$ cat config.mk
export PLATFORM = sky130hd
export DESIGN_NAME = tpwg_top
export DESIGN_NICKNAME = d
export VERILOG_FILES = /design/src/hdl/tpwg_pkg.sv /design/src/hdl/tpwg_top.sv
export SDC_FILE = /design/constraint.sdc
export NUM_CORES = 1
export LEC_CHECK = 0
export BUFFER_PORTS_ARGS = -buffer_cell sky130_fd_sc_hd__buf_2
export CAP_MARGIN = 20
export CORE_UTILIZATION = 55
export DETAILED_ROUTE_END_ITERATION = 8
export PLACE_DENSITY = 0.81
export SETUP_SLACK_MARGIN = 0.2
export SYNTH_ARGS = -nofsm -noshare
export SYNTH_HDL_FRONTEND = slang
export SYNTH_SLANG_ARGS = --single-unit
$ cat constraint.sdc
create_clock -name sys_clk_in -period 4.6 [get_ports sys_clk_in]
set_clock_uncertainty 0.05 [all_clocks]
set_input_delay 0.46 -clock sys_clk_in [delete_from_list [all_inputs] [get_ports sys_clk_in]]
set_output_delay 0.46 -clock sys_clk_in [all_outputs]
set_load 0.01 [all_outputs]
$ cat src/hdl/tpwg_pkg.sv
/*
 * Package for the timer PWM waveform generator: register offsets, field
 * layouts, reset values and mode codes.
 * Assumes a single 10 MHz clock domain and a classic Wishbone register bus.
 */
package tpwg_pkg;
    // Byte offsets of the register words
    localparam logic [3:0] TPWG_OFS_CTRL = 4'h0;
    localparam logic [3:0] TPWG_OFS_CMPA = 4'h4;
    localparam logic [3:0] TPWG_OFS_CMPB = 4'h8;
    localparam logic [3:0] TPWG_OFS_STAT = 4'hC;
    // Control word field positions
    localparam int TPWG_CTRL_MODE_LSB = 0;
    localparam int TPWG_CTRL_COMA_LSB = 4;
    localparam int TPWG_CTRL_COMB_LSB = 6;
    localparam int TPWG_CTRL_DIRA_BIT = 8;
    localparam int TPWG_CTRL_DIRB_BIT = 9;
    // Status word field positions
    localparam int TPWG_STAT_OVF_BIT = 0;
    localparam int TPWG_STAT_MFA_BIT = 1;
    localparam int TPWG_STAT_MFB_BIT = 2;
    localparam int TPWG_STAT_CNT_LSB = 8;
    localparam int TPWG_STAT_WVA_BIT = 16;
    localparam int TPWG_STAT_WVB_BIT = 17;
    localparam int TPWG_STAT_UP_BIT = 18;
    // Mode codes of the waveform mode select field
    localparam logic [2:0] TPWG_MODE_FAST_FF = 3'h3;
    localparam logic [2:0] TPWG_MODE_FAST_CA = 3'h7;
    localparam logic [2:0] TPWG_MODE_PC_FF = 3'h1;
    localparam logic [2:0] TPWG_MODE_PC_CA = 3'h5;
    // Compare output mode codes
    localparam logic [1:0] TPWG_COM_OFF = 2'h0;
    localparam logic [1:0] TPWG_COM_TOGGLE = 2'h1;
    localparam logic [1:0] TPWG_COM_NONINV = 2'h2;
    localparam logic [1:0] TPWG_COM_INV = 2'h3;
    // Counter limits and reset values
    localparam logic [7:0] TPWG_BOTTOM = 8'h00;
    localparam logic [7:0] TPWG_MAX = 8'hFF;
    localparam logic [7:0] TPWG_CMP_RESET = 8'h00;
    localparam logic [2:0] TPWG_MODE_RESET = 3'h0;

    // Wishbone request bundle
    typedef struct packed {
        logic cyc;
        logic stb;
        logic we;
        logic [3:0] adr;
        logic [3:0] sel;
        logic [31:0] dat;
    } tpwg_wb_req_t;

    // Counting state of the dual slope sequencer
    typedef enum logic [1:0] {
        TPWG_DIR_UP = 2'b01,
        TPWG_DIR_DOWN = 2'b10
    } tpwg_dir_t;
endpackage : tpwg_pkg

$ cat src/hdl/tpwg_top.sv
/*
 * Timer PWM waveform generator: 8-bit counter with fast and phase correct
 * PWM, two compare channels, buffered compare values, overflow and match
 * flags, and pin output with direction control, behind a Wishbone slave.
 * Assumes timer_tick_in is a one-cycle enable from a prescaler on sys_clk_in.
 */
// Design decisions made here: the address map and the Wishbone interface to the registers.
// Overview of operation
// - Modes 3 and 7 select fast PWM
// - Fast top is 0xFF or compare A
// - Fast: count up to top, wrap zero
// - Fast: clear on match, set bottom; inverse
// - Fast: field two normal, three inverted
// - Fast bottom update on wrap tick
// - Fast: overflow flag set at top
// - Fast mode one toggles A if high bit
// - Fast extremes: spike at bottom, flat max
// - Compare values double buffered in PWM
// - Fast 0xFF period is 256 ticks
// - Modes 1 and 5 select phase correct
// - Phase top is 0xFF or compare A
// - Phase: up, hold top one tick, down
// - Phase: clear matching up, set down
// - Phase: overflow flag set at bottom
// - Phase 0xFF period is 510 ticks
// - Phase extremes: bottom low, max high
// - At max output follows up-match result unless compare is max
// - Missed up match still applied at top
// - Synchronous counter, tick is clock enable
// - Field zero: no action, pin released
// - Pin driven only when direction is output
module tpwg_top #(
    parameter int CNT_W = 8
) (
    input wire logic sys_clk_in,
    input wire logic sys_rst_in,
    input wire logic timer_tick_in,
    input wire logic wb_cyc_in,
    input wire logic wb_stb_in,
    input wire logic wb_we_in,
    input wire logic [3:0] wb_adr_in,
    input wire logic [3:0] wb_sel_in,
    input wire logic [31:0] wb_dat_in,
    output logic [31:0] wb_dat_out,
    output logic wb_ack_out,
    output logic wave_out_a_out,
    output logic wave_out_a_oe_out,
    output logic wave_out_b_out,
    output logic wave_out_b_oe_out
);
    import tpwg_pkg::*;

    tpwg_wb_req_t req;
    logic [2:0] waveform_mode_select;
    logic [1:0] compare_output_mode_a;
    logic [1:0] compare_output_mode_b;
    logic dir_a;
    logic dir_b;
    logic [CNT_W-1:0] cmp_a_buf;
    logic [CNT_W-1:0] cmp_b_buf;
    logic [CNT_W-1:0] cmp_a_act;
    logic [CNT_W-1:0] cmp_b_act;
    logic [CNT_W-1:0] count_value;
    tpwg_dir_t dir;
    logic wave_a;
    logic wave_b;
    logic overflow_flag;
    logic match_flag_a;
    logic match_flag_b;
    logic wr_hit;
    logic rd_hit;
    logic fast_mode;
    logic pc_mode;
    logic mode_select_high_bit;
    logic [CNT_W-1:0] top_value;
    logic at_top;
    logic at_bottom;
    logic match_a;
    logic match_b;
    logic load_cmp;
    logic next_wave_a;
    logic next_wave_b;
    logic [CNT_W-1:0] next_count;
    tpwg_dir_t next_dir;
    logic [31:0] next_rdata;
    logic clr_ovf;
    logic clr_mfa;
    logic clr_mfb;
    logic [CNT_W-1:0] cmp_a_eff;
    logic [CNT_W-1:0] cmp_b_eff;
    logic [CNT_W-1:0] top_eff;
    logic up_eff;
    logic [31:0] ctl_merged;

    // Byte lane merge on a write: sel bit picks which byte of old is replaced
    function automatic logic [31:0] merge_bytes(input logic [31:0] old, input logic [31:0] nw,
                                                input logic [3:0] sel);
        logic [31:0] res;
        res = old;
        for (int i = 0; i < 4; i++) begin
            if (sel[i]) begin
                res[i*8 +: 8] = nw[i*8 +: 8];
            end
        end
        return res;
    endfunction : merge_bytes

    // Output action of one channel on this tick; toggle only when allowed
    function automatic logic wave_step(input logic cur, input logic [1:0] com, input logic fast,
                                       input logic match, input logic top, input logic wrap,
                                       input logic up, input logic tgl_ok, input logic cmp_is_top);
        logic res;
        res = cur;
        if (com == TPWG_COM_TOGGLE) begin
            if (tgl_ok && match) begin
                res = ~cur;
            end
        end else if (com[1]) begin
            if (fast) begin
                // Bottom action wins over a match ignored at top
                if (wrap) begin
                    res = (com == TPWG_COM_NONINV);
                end else if (match && !cmp_is_top) begin
                    res = (com == TPWG_COM_INV);
                end
            end else if (top) begin
                // At top the state is forced to the up-match result, or to its inverse for a compare at top, which keeps
                // symmetry and recovers a match skipped on the way up
                res = (com == TPWG_COM_INV) ^ cmp_is_top;
            end else if (match) begin
                res = up ? (com == TPWG_COM_INV) : (com == TPWG_COM_NONINV);
            end
        end
        // Field zero leaves the state untouched
        return res;
    endfunction : wave_step

    assign req = '{cyc: wb_cyc_in, stb: wb_stb_in, we: wb_we_in, adr: wb_adr_in,
                   sel: wb_sel_in, dat: wb_dat_in};

    // Mode decode
    assign fast_mode = (waveform_mode_select == TPWG_MODE_FAST_FF) ||
                       (waveform_mode_select == TPWG_MODE_FAST_CA);
    assign pc_mode = (waveform_mode_select == TPWG_MODE_PC_FF) ||
                     (waveform_mode_select == TPWG_MODE_PC_CA);
    assign mode_select_high_bit = waveform_mode_select[2];
    assign top_value = mode_select_high_bit ? cmp_a_act : CNT_W'(TPWG_MAX);
    assign at_top = (count_value == top_value);
    assign at_bottom = (count_value == CNT_W'(TPWG_BOTTOM));
    assign match_a = (count_value == cmp_a_act);
    assign match_b = (count_value == cmp_b_act);
    // Load point of the buffered compares
    assign load_cmp = timer_tick_in && (fast_mode || pc_mode) && at_top;
    // On a load tick the incoming compares decide the top action, so a compare
    // leaving max already gives the up-match result there
    assign cmp_a_eff = load_cmp ? cmp_a_buf : cmp_a_act;
    assign cmp_b_eff = load_cmp ? cmp_b_buf : cmp_b_act;
    assign top_eff = mode_select_high_bit ? cmp_a_eff : CNT_W'(TPWG_MAX);
    // A match at bottom counts as up-counting, so compare at bottom stays flat
    assign up_eff = (dir == TPWG_DIR_UP) || at_bottom;

    // Next counter value and direction; top held exactly one tick
    always_comb begin
        next_count = count_value;
        next_dir = dir;
        if (fast_mode) begin
            next_dir = TPWG_DIR_UP;
            next_count = at_top ? CNT_W'(TPWG_BOTTOM) : count_value + 1'b1;
        end else if (pc_mode) begin
            if (at_top) begin
                next_dir = TPWG_DIR_DOWN;
                next_count = count_value - 1'b1;
            end else if (at_bottom) begin
                next_dir = TPWG_DIR_UP;
                next_count = count_value + 1'b1;
            end else if (dir == TPWG_DIR_UP) begin
                next_count = count_value + 1'b1;
            end else begin
                next_count = count_value - 1'b1;
            end
        end
    end

    // Channel output state for this tick
    always_comb begin
        next_wave_a = wave_step(wave_a, compare_output_mode_a, fast_mode, match_a, at_top,
                                at_top, up_eff, mode_select_high_bit,
                                cmp_a_eff == top_eff);
        // Channel B never toggles
        next_wave_b = wave_step(wave_b, compare_output_mode_b, fast_mode, match_b, at_top,
                                at_top, up_eff, 1'b0, cmp_b_eff >= top_eff);
    end

    // Counter advances only on the tick enable
    always_ff @(posedge sys_clk_in) begin
        if (sys_rst_in) begin
            count_value <= CNT_W'(TPWG_BOTTOM);
            dir <= TPWG_DIR_UP;
        end else if (timer_tick_in) begin
            count_value <= next_count;
            dir <= next_dir;
        end
    end

    // Output compare state, reset to low
    always_ff @(posedge sys_clk_in) begin
        if (sys_rst_in) begin
            wave_a <= 1'b0;
            wave_b <= 1'b0;
        end else if (timer_tick_in && (fast_mode || pc_mode)) begin
            wave_a <= next_wave_a;
            wave_b <= next_wave_b;
        end
    end

    // Active compare values follow the buffers at top
    always_ff @(posedge sys_clk_in) begin
        if (sys_rst_in) begin
            cmp_a_act <= CNT_W'(TPWG_CMP_RESET);
            cmp_b_act <= CNT_W'(TPWG_CMP_RESET);
        end else if (load_cmp || !(fast_mode || pc_mode)) begin
            cmp_a_act <= cmp_a_buf;
            cmp_b_act <= cmp_b_buf;
        end
    end

    // Bus decode
    assign wr_hit = req.cyc && req.stb && req.we && !wb_ack_out;
    assign rd_hit = req.cyc && req.stb && !req.we && !wb_ack_out;
    assign clr_ovf = wr_hit && req.adr == TPWG_OFS_STAT && req.sel[0] && req.dat[TPWG_STAT_OVF_BIT];
    assign clr_mfa = wr_hit && req.adr == TPWG_OFS_STAT && req.sel[0] && req.dat[TPWG_STAT_MFA_BIT];
    assign clr_mfb = wr_hit && req.adr == TPWG_OFS_STAT && req.sel[0] && req.dat[TPWG_STAT_MFB_BIT];

    // Flags: hardware set wins over a write-one clear in the same cycle
    always_ff @(posedge sys_clk_in) begin
        if (sys_rst_in) begin
            overflow_flag <= 1'b0;
            match_flag_a <= 1'b0;
            match_flag_b <= 1'b0;
        end else begin
            if (timer_tick_in && ((fast_mode && at_top) || (pc_mode && at_bottom))) begin
                overflow_flag <= 1'b1;
            end else if (clr_ovf) begin
                overflow_flag <= 1'b0;
            end
            if (timer_tick_in && match_a) begin
                match_flag_a <= 1'b1;
            end else if (clr_mfa) begin
                match_flag_a <= 1'b0;
            end
            if (timer_tick_in && match_b) begin
                match_flag_b <= 1'b1;
            end else if (clr_mfb) begin
                match_flag_b <= 1'b0;
            end
        end
    end

    // Control word with the written byte lanes merged in
    assign ctl_merged = merge_bytes({22'h0, dir_b, dir_a, compare_output_mode_b,
                                     compare_output_mode_a, 1'b0, waveform_mode_select},
                                    req.dat, req.sel);

    // Control and buffered compare registers
    always_ff @(posedge sys_clk_in) begin
        if (sys_rst_in) begin
            waveform_mode_select <= TPWG_MODE_RESET;
            compare_output_mode_a <= TPWG_COM_OFF;
            compare_output_mode_b <= TPWG_COM_OFF;
            dir_a <= 1'b0;
            dir_b <= 1'b0;
            cmp_a_buf <= CNT_W'(TPWG_CMP_RESET);
            cmp_b_buf <= CNT_W'(TPWG_CMP_RESET);
        end else if (wr_hit) begin
            unique case (req.adr)
                TPWG_OFS_CTRL: begin
                    waveform_mode_select <= ctl_merged[TPWG_CTRL_MODE_LSB +: 3];
                    compare_output_mode_a <= ctl_merged[TPWG_CTRL_COMA_LSB +: 2];
                    compare_output_mode_b <= ctl_merged[TPWG_CTRL_COMB_LSB +: 2];
                    dir_a <= ctl_merged[TPWG_CTRL_DIRA_BIT];
                    dir_b <= ctl_merged[TPWG_CTRL_DIRB_BIT];
                end
                TPWG_OFS_CMPA: begin
                    if (req.sel[0]) begin
                        cmp_a_buf <= req.dat[CNT_W-1:0];
                    end
                end
                TPWG_OFS_CMPB: begin
                    if (req.sel[0]) begin
                        cmp_b_buf <= req.dat[CNT_W-1:0];
                    end
                end
                default: begin
                end
            endcase
        end
    end

    // Read mux; unmapped offsets read as zero
    always_comb begin
        next_rdata = '0;
        unique case (req.adr)
            TPWG_OFS_CTRL: begin
                next_rdata = {22'h0, dir_b, dir_a, compare_output_mode_b, compare_output_mode_a,
                              1'b0, waveform_mode_select};
            end
            TPWG_OFS_CMPA: begin
                next_rdata[CNT_W-1:0] = cmp_a_buf;
            end
            TPWG_OFS_CMPB: begin
                next_rdata[CNT_W-1:0] = cmp_b_buf;
            end
            TPWG_OFS_STAT: begin
                next_rdata[TPWG_STAT_OVF_BIT] = overflow_flag;
                next_rdata[TPWG_STAT_MFA_BIT] = match_flag_a;
                next_rdata[TPWG_STAT_MFB_BIT] = match_flag_b;
                next_rdata[TPWG_STAT_CNT_LSB +: CNT_W] = count_value;
                next_rdata[TPWG_STAT_WVA_BIT] = wave_a;
                next_rdata[TPWG_STAT_WVB_BIT] = wave_b;
                next_rdata[TPWG_STAT_UP_BIT] = (dir == TPWG_DIR_UP);
            end
            default: begin
            end
        endcase
    end

    // One-cycle ack, one cycle after the request is seen
    always_ff @(posedge sys_clk_in) begin
        if (sys_rst_in) begin
            wb_ack_out <= 1'b0;
            wb_dat_out <= '0;
        end else begin
            wb_ack_out <= wr_hit || rd_hit;
            wb_dat_out <= rd_hit ? next_rdata : '0;
        end
    end

    // Pins: driven only when the field is nonzero and direction is output
    always_ff @(posedge sys_clk_in) begin
        if (sys_rst_in) begin
            wave_out_a_out <= 1'b0;
            wave_out_a_oe_out <= 1'b0;
            wave_out_b_out <= 1'b0;
            wave_out_b_oe_out <= 1'b0;
        end else begin
            wave_out_a_out <= wave_a;
            wave_out_b_out <= wave_b;
            wave_out_a_oe_out <= dir_a && (compare_output_mode_a != TPWG_COM_OFF);
            wave_out_b_oe_out <= dir_b && (compare_output_mode_b != TPWG_COM_OFF);
        end
    end
endmodule : tpwg_top

==> out/results.tsv, run 1 <==
stage	metric	value	unit
placed_design	dp_hpwl	7405	µm
synthesis	synth-edff-count	0	
floorplanning	coreArea	0.007331	mm²
global_route	antenna_found_initial	0	
synthesis	syn_avg_cell_area	8.042	µm²
sta	rsz0062_at_grt	no	
global_route	grt_pass1_wl	17550	µm
global_route	grt.total_usage	0.2704	
sta	finalSetupViolations	0	
synthesis	synth_area_leader_cell	dfxtp_1	
synthesis	yosysWarnings	0	
synthesis	ys_types	58	
worst_setup_path	crit_path_start_kind	register	
worst_hold_path	hold_class	primary input to register	
worst_setup_path	crit_path_max_incr_delay	550	ps
run	maxCapViolCount	0	
final_layout	layout_common_cells	nand2_1, dfxtp_1, nor2_1	
worst_setup_path	r2r_start	count_value[3]$_SDFFE_PP0P_	
worst_setup_path	critPathCapture	wave_b$_SDFFE_PP0P_	
floorplanning	die_y	89.70	µm
clock_network	post_cts_resized	0	
worst_setup_path	end_kind	register	
clock_network	cts_sinks	80	
pwr	ir_drop	0.1964	mV
sta	worst_pin_slew	1059	ps
final_layout	final_area	0.004643	mm²
global_route	grt_max_degree	62	
worst_setup_path	cp-startpoint	count_value[3]$_SDFFE_PP0P_	
final_layout	diodes	0	
sta	relSlewSlack	0.2923	
pwr	power.leakage	1.969	nW
placed_design	port_buffers	45	
worst_setup_path	slowest_stage	dfxtp_1	
sta	fmax	244.4	MHz
worst_setup_path	path_max_fanout	16	
clock_network	cts_buffers	9	
worst_setup_path	crit_arrival	4330	ps
detailed_routing	drc	0	
clock_network	holdBufCountCts	0	
clock_network	clk_latency	370	ps
clock_network	cts_tree	yes	
detailed_routing	viasPerCell	5.825	
clock_network	post_cts_buffers	0	
sta	tns	0	ps
clock_network	htreeDepth	3	
global_route	grt_pass1_vias	3688	
sta	slew_violations	0	
synthesis	ys_ff_latch	80	
detailed_routing	wl_per_cell	15.77	µm
pwr	powerDensity	266.6	mW/mm²
worst_setup_path	criticalPathCategory	register to register	
floorplanning	start_util	0.5771	
floorplanning	floorplan.die_area	0.008046	mm²
worst_setup_path	crit_chain	inv_1, a222oi_1, nand3_1, a211oi_4, buf_4, nand2_2, nand2_1, and3_1, ha_1, a2111oi_1, nand2_1, o21ai_0, a31oi_1, o21ai_0, xor2_1, a211oi_1	
clock_network	cts.clk_slew.worst_paths	80	ps
detailed_routing	first_pass_iters	5	
final_layout	ff_latch_area	0.001602	mm²
worst_hold_path	hp-start	wb_dat_in[8]	
final_layout	drive_gt1_frac	0.1421	
final_layout	multiInputGateArea	0.002410	mm²
worst_setup_path	critPathRequiredTime	4840	ps
floorplanning	die_w	89.70	µm
detailed_routing	vias	3856	
synthesis	synth.area.top_cells	dfxtp_1, mux2i_1, nand2_1	
final_layout	fillers	630	
synthesis	synth_cells	526	
final_layout	area.growth.synth_to_final	9.760	%
synthesis	async_flop_share	0	
sta	period_minus_slack	4092	ps
clock_network	root_buffer	clkbuf_8	
synthesis	synth_top_area_frac	0.3786	
clock_network	clockBufferDepth	2	
synthesis	synthFlopType	dfxtp_1	
worst_setup_path	rr_endpoint	wave_b$_SDFFE_PP0P_	
floorplanning	core.rowCount	31	
synthesis	synth_area	0.004230	mm²
global_route	overflow	0	
floorplanning	io_pins	83	
placed_design	place.gp.congestion	0.9298	
placed_design	placed_area	0.004434	mm²
sta	hold_viol	0	
final_layout	nets	615	
detailed_routing	drtIter0Drc	316	
synthesis	yosysSeqAreaShare	0.3786	
sta	period_share	0.8895	
worst_setup_path	reg2reg_slack	510	ps
final_layout	final_util	0.6334	
worst_setup_path	ff2ff_path_depth	16	
detailed_routing	ant_nets	0	
final_layout	layout_commonest_cell	nand2_1	
outcome	status	completed	
detailed_routing	drt_wl_total	10440	µm
==> metrics by stage <==
step	total power, mW	hold slack (ps)	std cells	worst slack (ps)
final	1.238	269.1	662	508.2
after detailed placement	0.7562	411.9	645	454.1
after CTS	1.239	268.1	661	427.0
after global placement	0.7555	402.7	645	572.9
after global routing	1.274	295.4	662	206.2
after floorplan	0.7478	381.6	538	946.0
==> how the worst min path moves through the flow <==
stage	end	slack (ps)	cells past startpoint
floorplan	wb_dat_out[2]$_SDFF_PP0_	380	2
global placement	dir[1]$_SDFFE_PP0P_	400	2
detailed placement	wb_dat_out[2]$_SDFF_PP0_	410	2
CTS	dir_a$_SDFFE_PP0P_	270	3
global route	dir_a$_SDFFE_PP0P_	300	3
finish	dir_a$_SDFFE_PP0P_	270	3
==> layer usage <==
metal / track usage / up-vias / wire length (µm) / part of all wire
li1: - / 1846 / - / -
met1: 0.3374 / 1816 / 4350 / 0.42
met2: 0.4487 / 162 / 5100 / 0.49
met3: 0.06007 / 32 / 738 / 0.071
met4: 0.1161 / 0 / 249 / 0.024
met5: 0 / - / 0 / 0
==> sequential cells by signal, indices dropped and copies added (netlist names), 2 cells and up <==
register / count
compare_output_mode_a: 2
count_value: 8
compare_output_mode_b: 2
waveform_mode_select: 3
wb_dat_out: 19
cmp_a_buf: 8
dir: 2
cmp_b_buf: 8
cmp_a_act: 8
cmp_b_act: 8
==> synth_stat cells (2+ instances only) <==
library cell  count
a211oi_1          3
a211oi_2          2
a21oi_1          32
a221oi_1          3
a22o_1            2
a22oi_1           8
a311oi_1          3
a31oi_1           2
and2_1            9
and3_1           10
buf_1             2
buf_2             5
buf_4            14
buf_6             2
clkbuf_1         20
dfxtp_1          80
ha_1             11
inv_1             8
mux2i_1          37
nand2_1          93
nand2_2           2
nand2b_1          9
nand3_1          17
nand3b_1          3
nand4_1           7
nor2_1           70
nor2b_1           6
nor3_1            8
nor3b_1           3
nor4_1            3
o211ai_1          2
o21a_1            2
o21ai_0           6
o22a_1            2
o22ai_1           2
or3_1             3
xnor2_1          13
xor2_1            2
==> worst max-delay path, delay by kind of cell, from the launching register on <==
kind | cells | cell delay [ps]
compound gates | 7 | 1800
simple gates | 5 | 820
flops | 1 | 550
buf+inv | 2 | 440
fa+ha+maj | 1 | 240
xor+xnor | 1 | 100
==> kinds of logic (layout without fill, tap and decap cells) <==
kind of cell               count (synthesis)  after routing  share of synthesized area
AOI/OAI and AO/OA                         84             84                     0.1423
muxes                                     37             37                    0.08755
and+or+nand+nor                          247            247                     0.2644
xor gates and xnor gates                  15             15                    0.03106
adders and majority gates                 11             11                    0.03253
buffers and inverters                     51             76                    0.06270
other                                      1             13                  0.0008865
DFF                                       80             80                     0.3786
==> where the power goes <==
part	switching (mW)	internal, mW	total [mW]
combinational	0.0316	0.0154	0.0470
clock	0.279	0.216	0.495
sequential	0.00214	0.694	0.696
total	0.312	0.925	1.24
==> cell type report <==
class | count | area share
flip-flops and latches | 80 | 0.3449
repair buffers | 52 | 0.06252
clock inverters | 6 | 0.01078
clock buffers | 10 | 0.02964
well taps | 99 | 0.02668
multi-input cells | 407 | 0.5190
inverters | 8 | 0.006467
(Power assumes the default switching activity.)
==> run 2, diff against run 1 <==
--- a/config.mk
+++ b/config.mk
@@ -9,7 +9,9 @@
 export CAP_MARGIN = 20
 export CORE_UTILIZATION = 55
 export DETAILED_ROUTE_END_ITERATION = 8
+export MAX_ROUTING_LAYER = met4
 export PLACE_DENSITY = 0.81
+export REMOVE_ABC_BUFFERS = 1
 export SETUP_SLACK_MARGIN = 0.2
 export SYNTH_ARGS = -nofsm -noshare
 export SYNTH_HDL_FRONTEND = slang
==> run 2 against run 1 <==
- global-route usage down 0.24 points
- sequential share of layout area decreased by 0.093 points
- die area unchanged
- clock power increased by 9.3%
- combinational power is 2% lower
- hold slack improved by 15 ps
- sequential cell count unchanged
- final cell count up 0.15%
- first-iteration DRC count shrank 5.1%
- largest cell class unchanged
==> out/results.tsv, run 2 (synthesized netlist as in run 1, its figures left out) <==
stage	metric	value	unit	change
worst_setup_path	crit_path_start_kind	register		unchanged
final_layout	drive_gt1_frac	0.1436		was 0.1421
placed_design	port_buffers	45		unchanged
clock_network	cts_sinks	80		unchanged
pwr	power.leakage	1.982	nW	was 1.969 nW
floorplanning	floorplan.die_area	0.008046	mm²	unchanged
detailed_routing	first_pass_iters	5		unchanged
global_route	grt_max_degree	35		was 62
floorplanning	die_y	89.70	µm	unchanged
clock_network	clk_latency	360	ps	was 370 ps
sta	hold_ws	284.3	ps	was 269.1 ps
detailed_routing	viasPerCell	5.760		was 5.825
detailed_routing	vias	3819		was 3856
clock_network	htreeDepth	3		unchanged
detailed_routing	drt_wl_total	10240	µm	was 10440 µm
placed_design	dp_hpwl	7400	µm	was 7405 µm
sta	period_share	0.8756		was 0.8895
sta	period_minus_slack	4028	ps	was 4092 ps
sta	tns	0	ps	unchanged
final_layout	layout_commonest_cell	nand2_1		unchanged
outcome	status	completed		unchanged
sta	relSlewSlack	0.3028		was 0.2923
final_layout	final_util	0.6351		was 0.6334
pwr	seqPwrFrac	0.543		was 0.562
sta	hold_viol	0		unchanged
worst_setup_path	critPathRequiredTime	4790	ps	was 4840 ps
clock_network	cts.clk_slew.worst_paths	90	ps	was 80 ps
placed_design	pre_cts_ws	581.2	ps	was 454.1 ps
pwr	pwr-share-comb	0.036		was 0.038
final_layout	stdcell_count	663		was 662
final_layout	largest-register	wb_dat_out		unchanged
final_layout	nets	616		was 615
final_layout	largest_register_ffs	19		unchanged
pwr	switching_share	0.2369		was 0.2523
sta	finalWorstSetupSlack	572.3	ps	was 508.2 ps
sta	rsz0062_at_grt	no		unchanged
worst_setup_path	crit_arrival	4210	ps	was 4330 ps
final_layout	area.growth.synth_to_final	10.06	%	was 9.760%
clock_network	cts_buffers	9		unchanged
floorplanning	die_w	89.70	µm	unchanged
clock_network	root_buffer	clkbuf_8		unchanged
clock_network	cts_tree	yes		unchanged
floorplanning	io_pins	83		unchanged
global_route	antenna_found_initial	0		unchanged
global_route	grt_pass1_vias	3513		was 3688
sta	worst_pin_slew	1044	ps	was 1059 ps
worst_setup_path	path_max_fanout	10		was 16
detailed_routing	ant_nets	0		unchanged
detailed_routing	drtIter0Drc	300		was 316
final_layout	diodes	0		unchanged
pwr	clock_power_share	0.421		was 0.400
floorplanning	start_util	0.5771		unchanged
detailed_routing	wl_per_cell	15.45	µm	was 15.77 µm
global_route	grt_pass1_wl	16880	µm	was 17550 µm
global_route	grt.total_usage	0.2680		was 0.2704
worst_setup_path	end_kind	register		unchanged
floorplanning	coreArea	0.007331	mm²	unchanged
sta	slew_violations	0		unchanged
sta	finalSetupViolations	0		unchanged
worst_hold_path	hold_class	primary input to register		unchanged
sta	fmax	248.3	MHz	was 244.4 MHz
final_layout	layout_common_cells	nand2_1, dfxtp_1, nor2_1		unchanged
placed_design	place.gp.congestion	0.9207		was 0.9298
clock_network	clockBufferDepth	2		unchanged
global_route	overflow	0		unchanged
floorplanning	core.rowCount	31		unchanged
pwr	switchingPower	0.3040	mW	was 0.3124 mW
detailed_routing	drc	0		unchanged
worst_setup_path	criticalPathCategory	register to register		unchanged
pwr	ir_drop	0.2059	mV	was 0.1964 mV
pwr	intPower	0.9790	mW	was 0.9255 mW
placed_design	dp_cells	647		was 645
pwr	powerDensity	275.6	mW/mm²	was 266.6 mW/mm²
run	maxCapViolCount	0		unchanged
## run 2: cell count changes in the layout (fill, tap and decap cells not counted)
cell        previous run  this run
buf_4                  6         8
a2111oi_0              0         1
a2111oi_1              1         0
and2_1                 9         8
and2_2                 0         1
buf_12                 1         0
bufinv_16              0         1
clkbuf_1               0         1
clkinv_4               2         1
clkinvlp_4             2         1
## run 2: repair_timing
action                                  CTS  global route
hold buffers                              0             0
buffers inserted                          0             0
endpoints found under the hold margin     0             0
endpoints found under the setup margin    0             1
resized for setup                         0             1
## run 2: path summary, 6_finish.rpt
path / startpoint / cells past startpoint / end / slack (ps)
max: count_value[3]$_SDFFE_PP0P_ / 15 / wave_b$_SDFFE_PP0P_ / 570
max reg2reg: count_value[3]$_SDFFE_PP0P_ / 15 / wave_b$_SDFFE_PP0P_ / 570
min reg2reg: match_flag_b$_SDFFE_PP0P_ / 2 / wb_dat_out[2]$_SDFF_PP0_ / 430
min: wb_dat_in[8] / 3 / dir_a$_SDFFE_PP0P_ / 280
## run 2: area by class of cell
| class | count | area [µm²] |
|---|---|---|
| well taps | 99 | 123.9 |
| repair buffers | 53 | 285.3 |
| multi-input cells | 407 | 2410 |
| clock inverters | 5 | 63.81 |
| inverters | 8 | 30.03 |
| fillers | 614 | 2675 |
| clock buffers | 11 | 141.4 |
| flip-flops and latches | 80 | 1602 |
## run 2: through the flow
| step | total power, mW | instance area, µm² |
|---|---|---|
| finish | 1.283 | 4656 |
| global route | 1.314 | 4656 |
| CTS | 1.286 | 4654 |
| detailed placement | 0.7576 | 4449 |
| global placement | 0.7565 | 4449 |
| floorplan | 0.7297 | 4040 |
## run 2: critical path: stages, from the launching register on
cell	delay [ps]
dfxtp_1	560
inv_1	200
a222oi_1	500
nand3_1	190
a211oi_4	240
and2_2	290
nand2_1	70
and3_1	190
ha_1	310
a2111oi_0	510
nand2_1	90
o21ai_0	100
a31oi_1	110
o21ai_0	250
xor2_1	160
a211oi_1	80
## run 2: routing by layer
| layer | wire length, µm | vias up | track usage |
|---|---|---|---|
| met5 | 0 | - | - |
| met4 | 208 | 0 | 0.09426 |
| met3 | 672 | 24 | 0.04569 |
| li1 | - | 1846 | - |
| met1 | 4363 | 1788 | 0.3356 |
| met2 | 4996 | 161 | 0.4365 |
## run 2: power groups by stage
| stage | logic [mW] | clock network (mW) | registers [mW] |
|---|---|---|---|
| after floorplan | 0.0177 | 0 | 0.712 |
| after global placement | 0.0442 | 0 | 0.712 |
| after detailed placement | 0.0452 | 0 | 0.712 |
| after CTS | 0.0454 | 0.544 | 0.696 |
| after global routing | 0.0504 | 0.567 | 0.697 |
| final | 0.0461 | 0.541 | 0.696 |
==> run 3, diff against run 2 <==
--- a/config.mk
+++ b/config.mk
@@ -11,7 +11,7 @@
 export DETAILED_ROUTE_END_ITERATION = 8
 export MAX_ROUTING_LAYER = met4
 export PLACE_DENSITY = 0.81
-export REMOVE_ABC_BUFFERS = 1
+export RECOVER_POWER = 25
 export SETUP_SLACK_MARGIN = 0.2
 export SYNTH_ARGS = -nofsm -noshare
 export SYNTH_HDL_FRONTEND = slang
==> run 3 against run 2 <==
- power down 3.7%
- global-route usage up 1.1 points
- clock-buffer cell count down 1
- wire length up 2.1%
- non-clock buffer count down 1
- critical path depth up 1
- first-iteration DRC count up 21%
- hold slack worse by 12 ps
- die area unchanged
- register-to-register slack worse by 80 ps
- critical path type unchanged
- highest routed layer unchanged
==> out/results.tsv, run 3 (synthesized netlist as in run 1, its figures left out) <==
stage	metric	value	unit	change
outcome	status	completed		unchanged
detailed_routing	wl_per_cell	15.80	µm	was 15.45 µm
final_layout	layout_commonest_cell	nand2_1		unchanged
worst_setup_path	reg2reg_slack	490	ps	was 570 ps
floorplanning	die_y	89.70	µm	unchanged
clock_network	cts_buffers	9		unchanged
worst_hold_path	hold_class	primary input to register		unchanged
worst_setup_path	slowest_stage	dfxtp_1		unchanged
sta	period_minus_slack	4105	ps	was 4028 ps
clock_network	clockBufferDepth	2		unchanged
floorplanning	floorplan.die_area	0.008046	mm²	unchanged
sta	period_share	0.8924		was 0.8756
global_route	grt_max_degree	62		was 35
final_layout	final_util	0.6307		was 0.6351
detailed_routing	drc	0		unchanged
pwr	power.leakage	1.899	nW	was 1.982 nW
final_layout	largest_register_ffs	19		unchanged
final_layout	nets	615		was 616
clock_network	post_cts_resized	0		unchanged
pwr	ir_drop	0.1963	mV	was 0.2059 mV
clock_network	root_buffer	clkbuf_8		unchanged
placed_design	pre_cts_ws	454.1	ps	was 581.2 ps
clock_network	cts_tree	yes		unchanged
sta	tns	0	ps	unchanged
final_layout	largest-register	wb_dat_out		unchanged
sta	relSlewSlack	0.2819		was 0.3028
worst_setup_path	crit_path_start_kind	register		unchanged
global_route	grt.total_usage	0.2791		was 0.2680
placed_design	dp_cells	645		was 647
clock_network	htreeDepth	3		unchanged
global_route	overflow	0		unchanged
detailed_routing	drt_wl_total	10460	µm	was 10240 µm
floorplanning	die_w	89.70	µm	unchanged
run	maxCapViolCount	0		unchanged
sta	slew_violations	0		unchanged
worst_setup_path	r2r_start	count_value[3]$_SDFFE_PP0P_		unchanged
detailed_routing	ant_nets	0		unchanged
worst_setup_path	critPathRequiredTime	4830	ps	was 4790 ps
final_layout	final_area	0.004623	mm²	was 0.004656 mm²
worst_setup_path	path_max_fanout	16		was 10
final_layout	diodes	0		unchanged
worst_setup_path	crit_chain	inv_1, a222oi_1, nand3_1, a211oi_4, buf_4, nand2_2, nand2_1, and3_1, ha_1, a2111oi_1, nand2_1, o21ai_0, a31oi_1, o21ai_0, xor2_1, a211oi_1		was inv_1, a222oi_1, nand3_1, a211oi_4, and2_2, nand2_1, and3_1, ha_1, a2111oi_0, nand2_1, o21ai_0, a31oi_1, o21ai_0, xor2_1, a211oi_1
sta	rsz0062_at_grt	no		unchanged
final_layout	layout_common_cells	nand2_1, dfxtp_1, nor2_1		unchanged
clock_network	cts_sinks	80		unchanged
worst_setup_path	end_kind	register		unchanged
floorplanning	core.rowCount	31		unchanged
worst_setup_path	path_delay_family	compound AO/OA/AOI/OAI gates		unchanged
worst_setup_path	cp.depth	16		was 15
worst_setup_path	crit_path_max_incr_delay	540	ps	was 560 ps
sta	finalSetupViolations	0		unchanged
global_route	grt_pass1_wl	17550	µm	was 16880 µm
sta	hold_viol	0		unchanged
pwr	powerDensity	267.3	mW/mm²	was 275.6 mW/mm²
final_layout	stdcell_count	662		was 663
clock_network	holdBufCountCts	0		unchanged
detailed_routing	viasPerCell	5.832		was 5.760
placed_design	port_buffers	45		unchanged
clock_network	post_cts_buffers	0		unchanged
sta	hold_ws	271.8	ps	was 284.3 ps
floorplanning	io_pins	83		unchanged
sta	worst_pin_slew	1075	ps	was 1044 ps
worst_setup_path	criticalPathCategory	register to register		unchanged
global_route	antenna_found_initial	0		unchanged
worst_setup_path	cp_num_buf_inv	2		was 1
pwr	total_power	1.236	mW	was 1.283 mW
detailed_routing	first_pass_iters	5		unchanged
detailed_routing	vias	3861		was 3819
worst_setup_path	crit_arrival	4340	ps	was 4210 ps
worst_setup_path	cp-startpoint	count_value[3]$_SDFFE_PP0P_		unchanged
detailed_routing	drtIter0Drc	363		was 300
placed_design	placed_area	0.004434	mm²	was 0.004449 mm²
floorplanning	coreArea	0.007331	mm²	unchanged
floorplanning	start_util	0.5771		unchanged
sta	finalWorstSetupSlack	494.9	ps	was 572.3 ps
clock_network	cts.clk_slew.worst_paths	80	ps	was 90 ps
placed_design	place.gp.congestion	0.9463		was 0.9207
clock_network	clk_latency	370	ps	was 360 ps
placed_design	dp_hpwl	7405	µm	was 7400 µm
global_route	grt_pass1_vias	3677		was 3513
final_layout	drive_gt1_frac	0.1137		was 0.1436
final_layout	area.growth.synth_to_final	9.287	%	was 10.06%
worst_setup_path	ff2ff_path_depth	16		was 15
sta	fmax	243.6	MHz	was 248.3 MHz
worst_setup_path	rr_endpoint	wave_b$_SDFFE_PP0P_		unchanged
worst_setup_path	critPathCapture	wave_b$_SDFFE_PP0P_		unchanged
run 3: layer usage:
| layer | wire length, µm | GRT usage | vias to the layer above |
|---|---|---|---|
| li1 | - | - | 1847 |
| met1 | 4270 | 0.3385 | 1815 |
| met2 | 5100 | 0.4481 | 165 |
| met3 | 823 | 0.06261 | 34 |
| met4 | 267 | 0.1161 | 0 |
| met5 | 0 | - | - |
run 3: worst min-delay path by stage:
stage	startpoint	end	slack (ps)	cells after the start
2_1_floorplan	match_flag_b$_SDFFE_PP0P_	wb_dat_out[2]$_SDFF_PP0_	380	2
3_3_place_gp	dir[1]$_SDFFE_PP0P_	dir[1]$_SDFFE_PP0P_	400	2
3_5_place_dp	match_flag_b$_SDFFE_PP0P_	wb_dat_out[2]$_SDFF_PP0_	410	2
4_1_cts	wb_dat_in[8]	dir_a$_SDFFE_PP0P_	270	3
5_1_grt	wb_dat_in[8]	dir_a$_SDFFE_PP0P_	290	3
6_report	wb_dat_in[8]	dir_a$_SDFFE_PP0P_	270	3
run 3: cell type report:
class	count	area, µm²
Clock buffer	10	137.6
Clock inverter	6	50.05
Fill cell	636	2708
Inverter	8	30.03
Multi-Input combinational cell	407	2410
Sequential cell	80	1602
Tap cell	99	123.9
Timing Repair Buffer	52	270.3
run 3: worst register-to-register path, cell delays in order, from the launching register on:
cell and delay, ps:
dfxtp_1 540, inv_1 190, a222oi_1 530, nand3_1 200, a211oi_4 200, buf_4 250, nand2_2 230, nand2_1 160
and3_1 160, ha_1 240, a2111oi_1 430, nand2_1 80, o21ai_0 90, a31oi_1 100, o21ai_0 250, xor2_1 100
a211oi_1 210
run 3: power breakdown:
part / internal, mW / switching (mW)
logic: 0.0154 / 0.0317
clock network: 0.216 / 0.277
registers: 0.694 / 0.00209
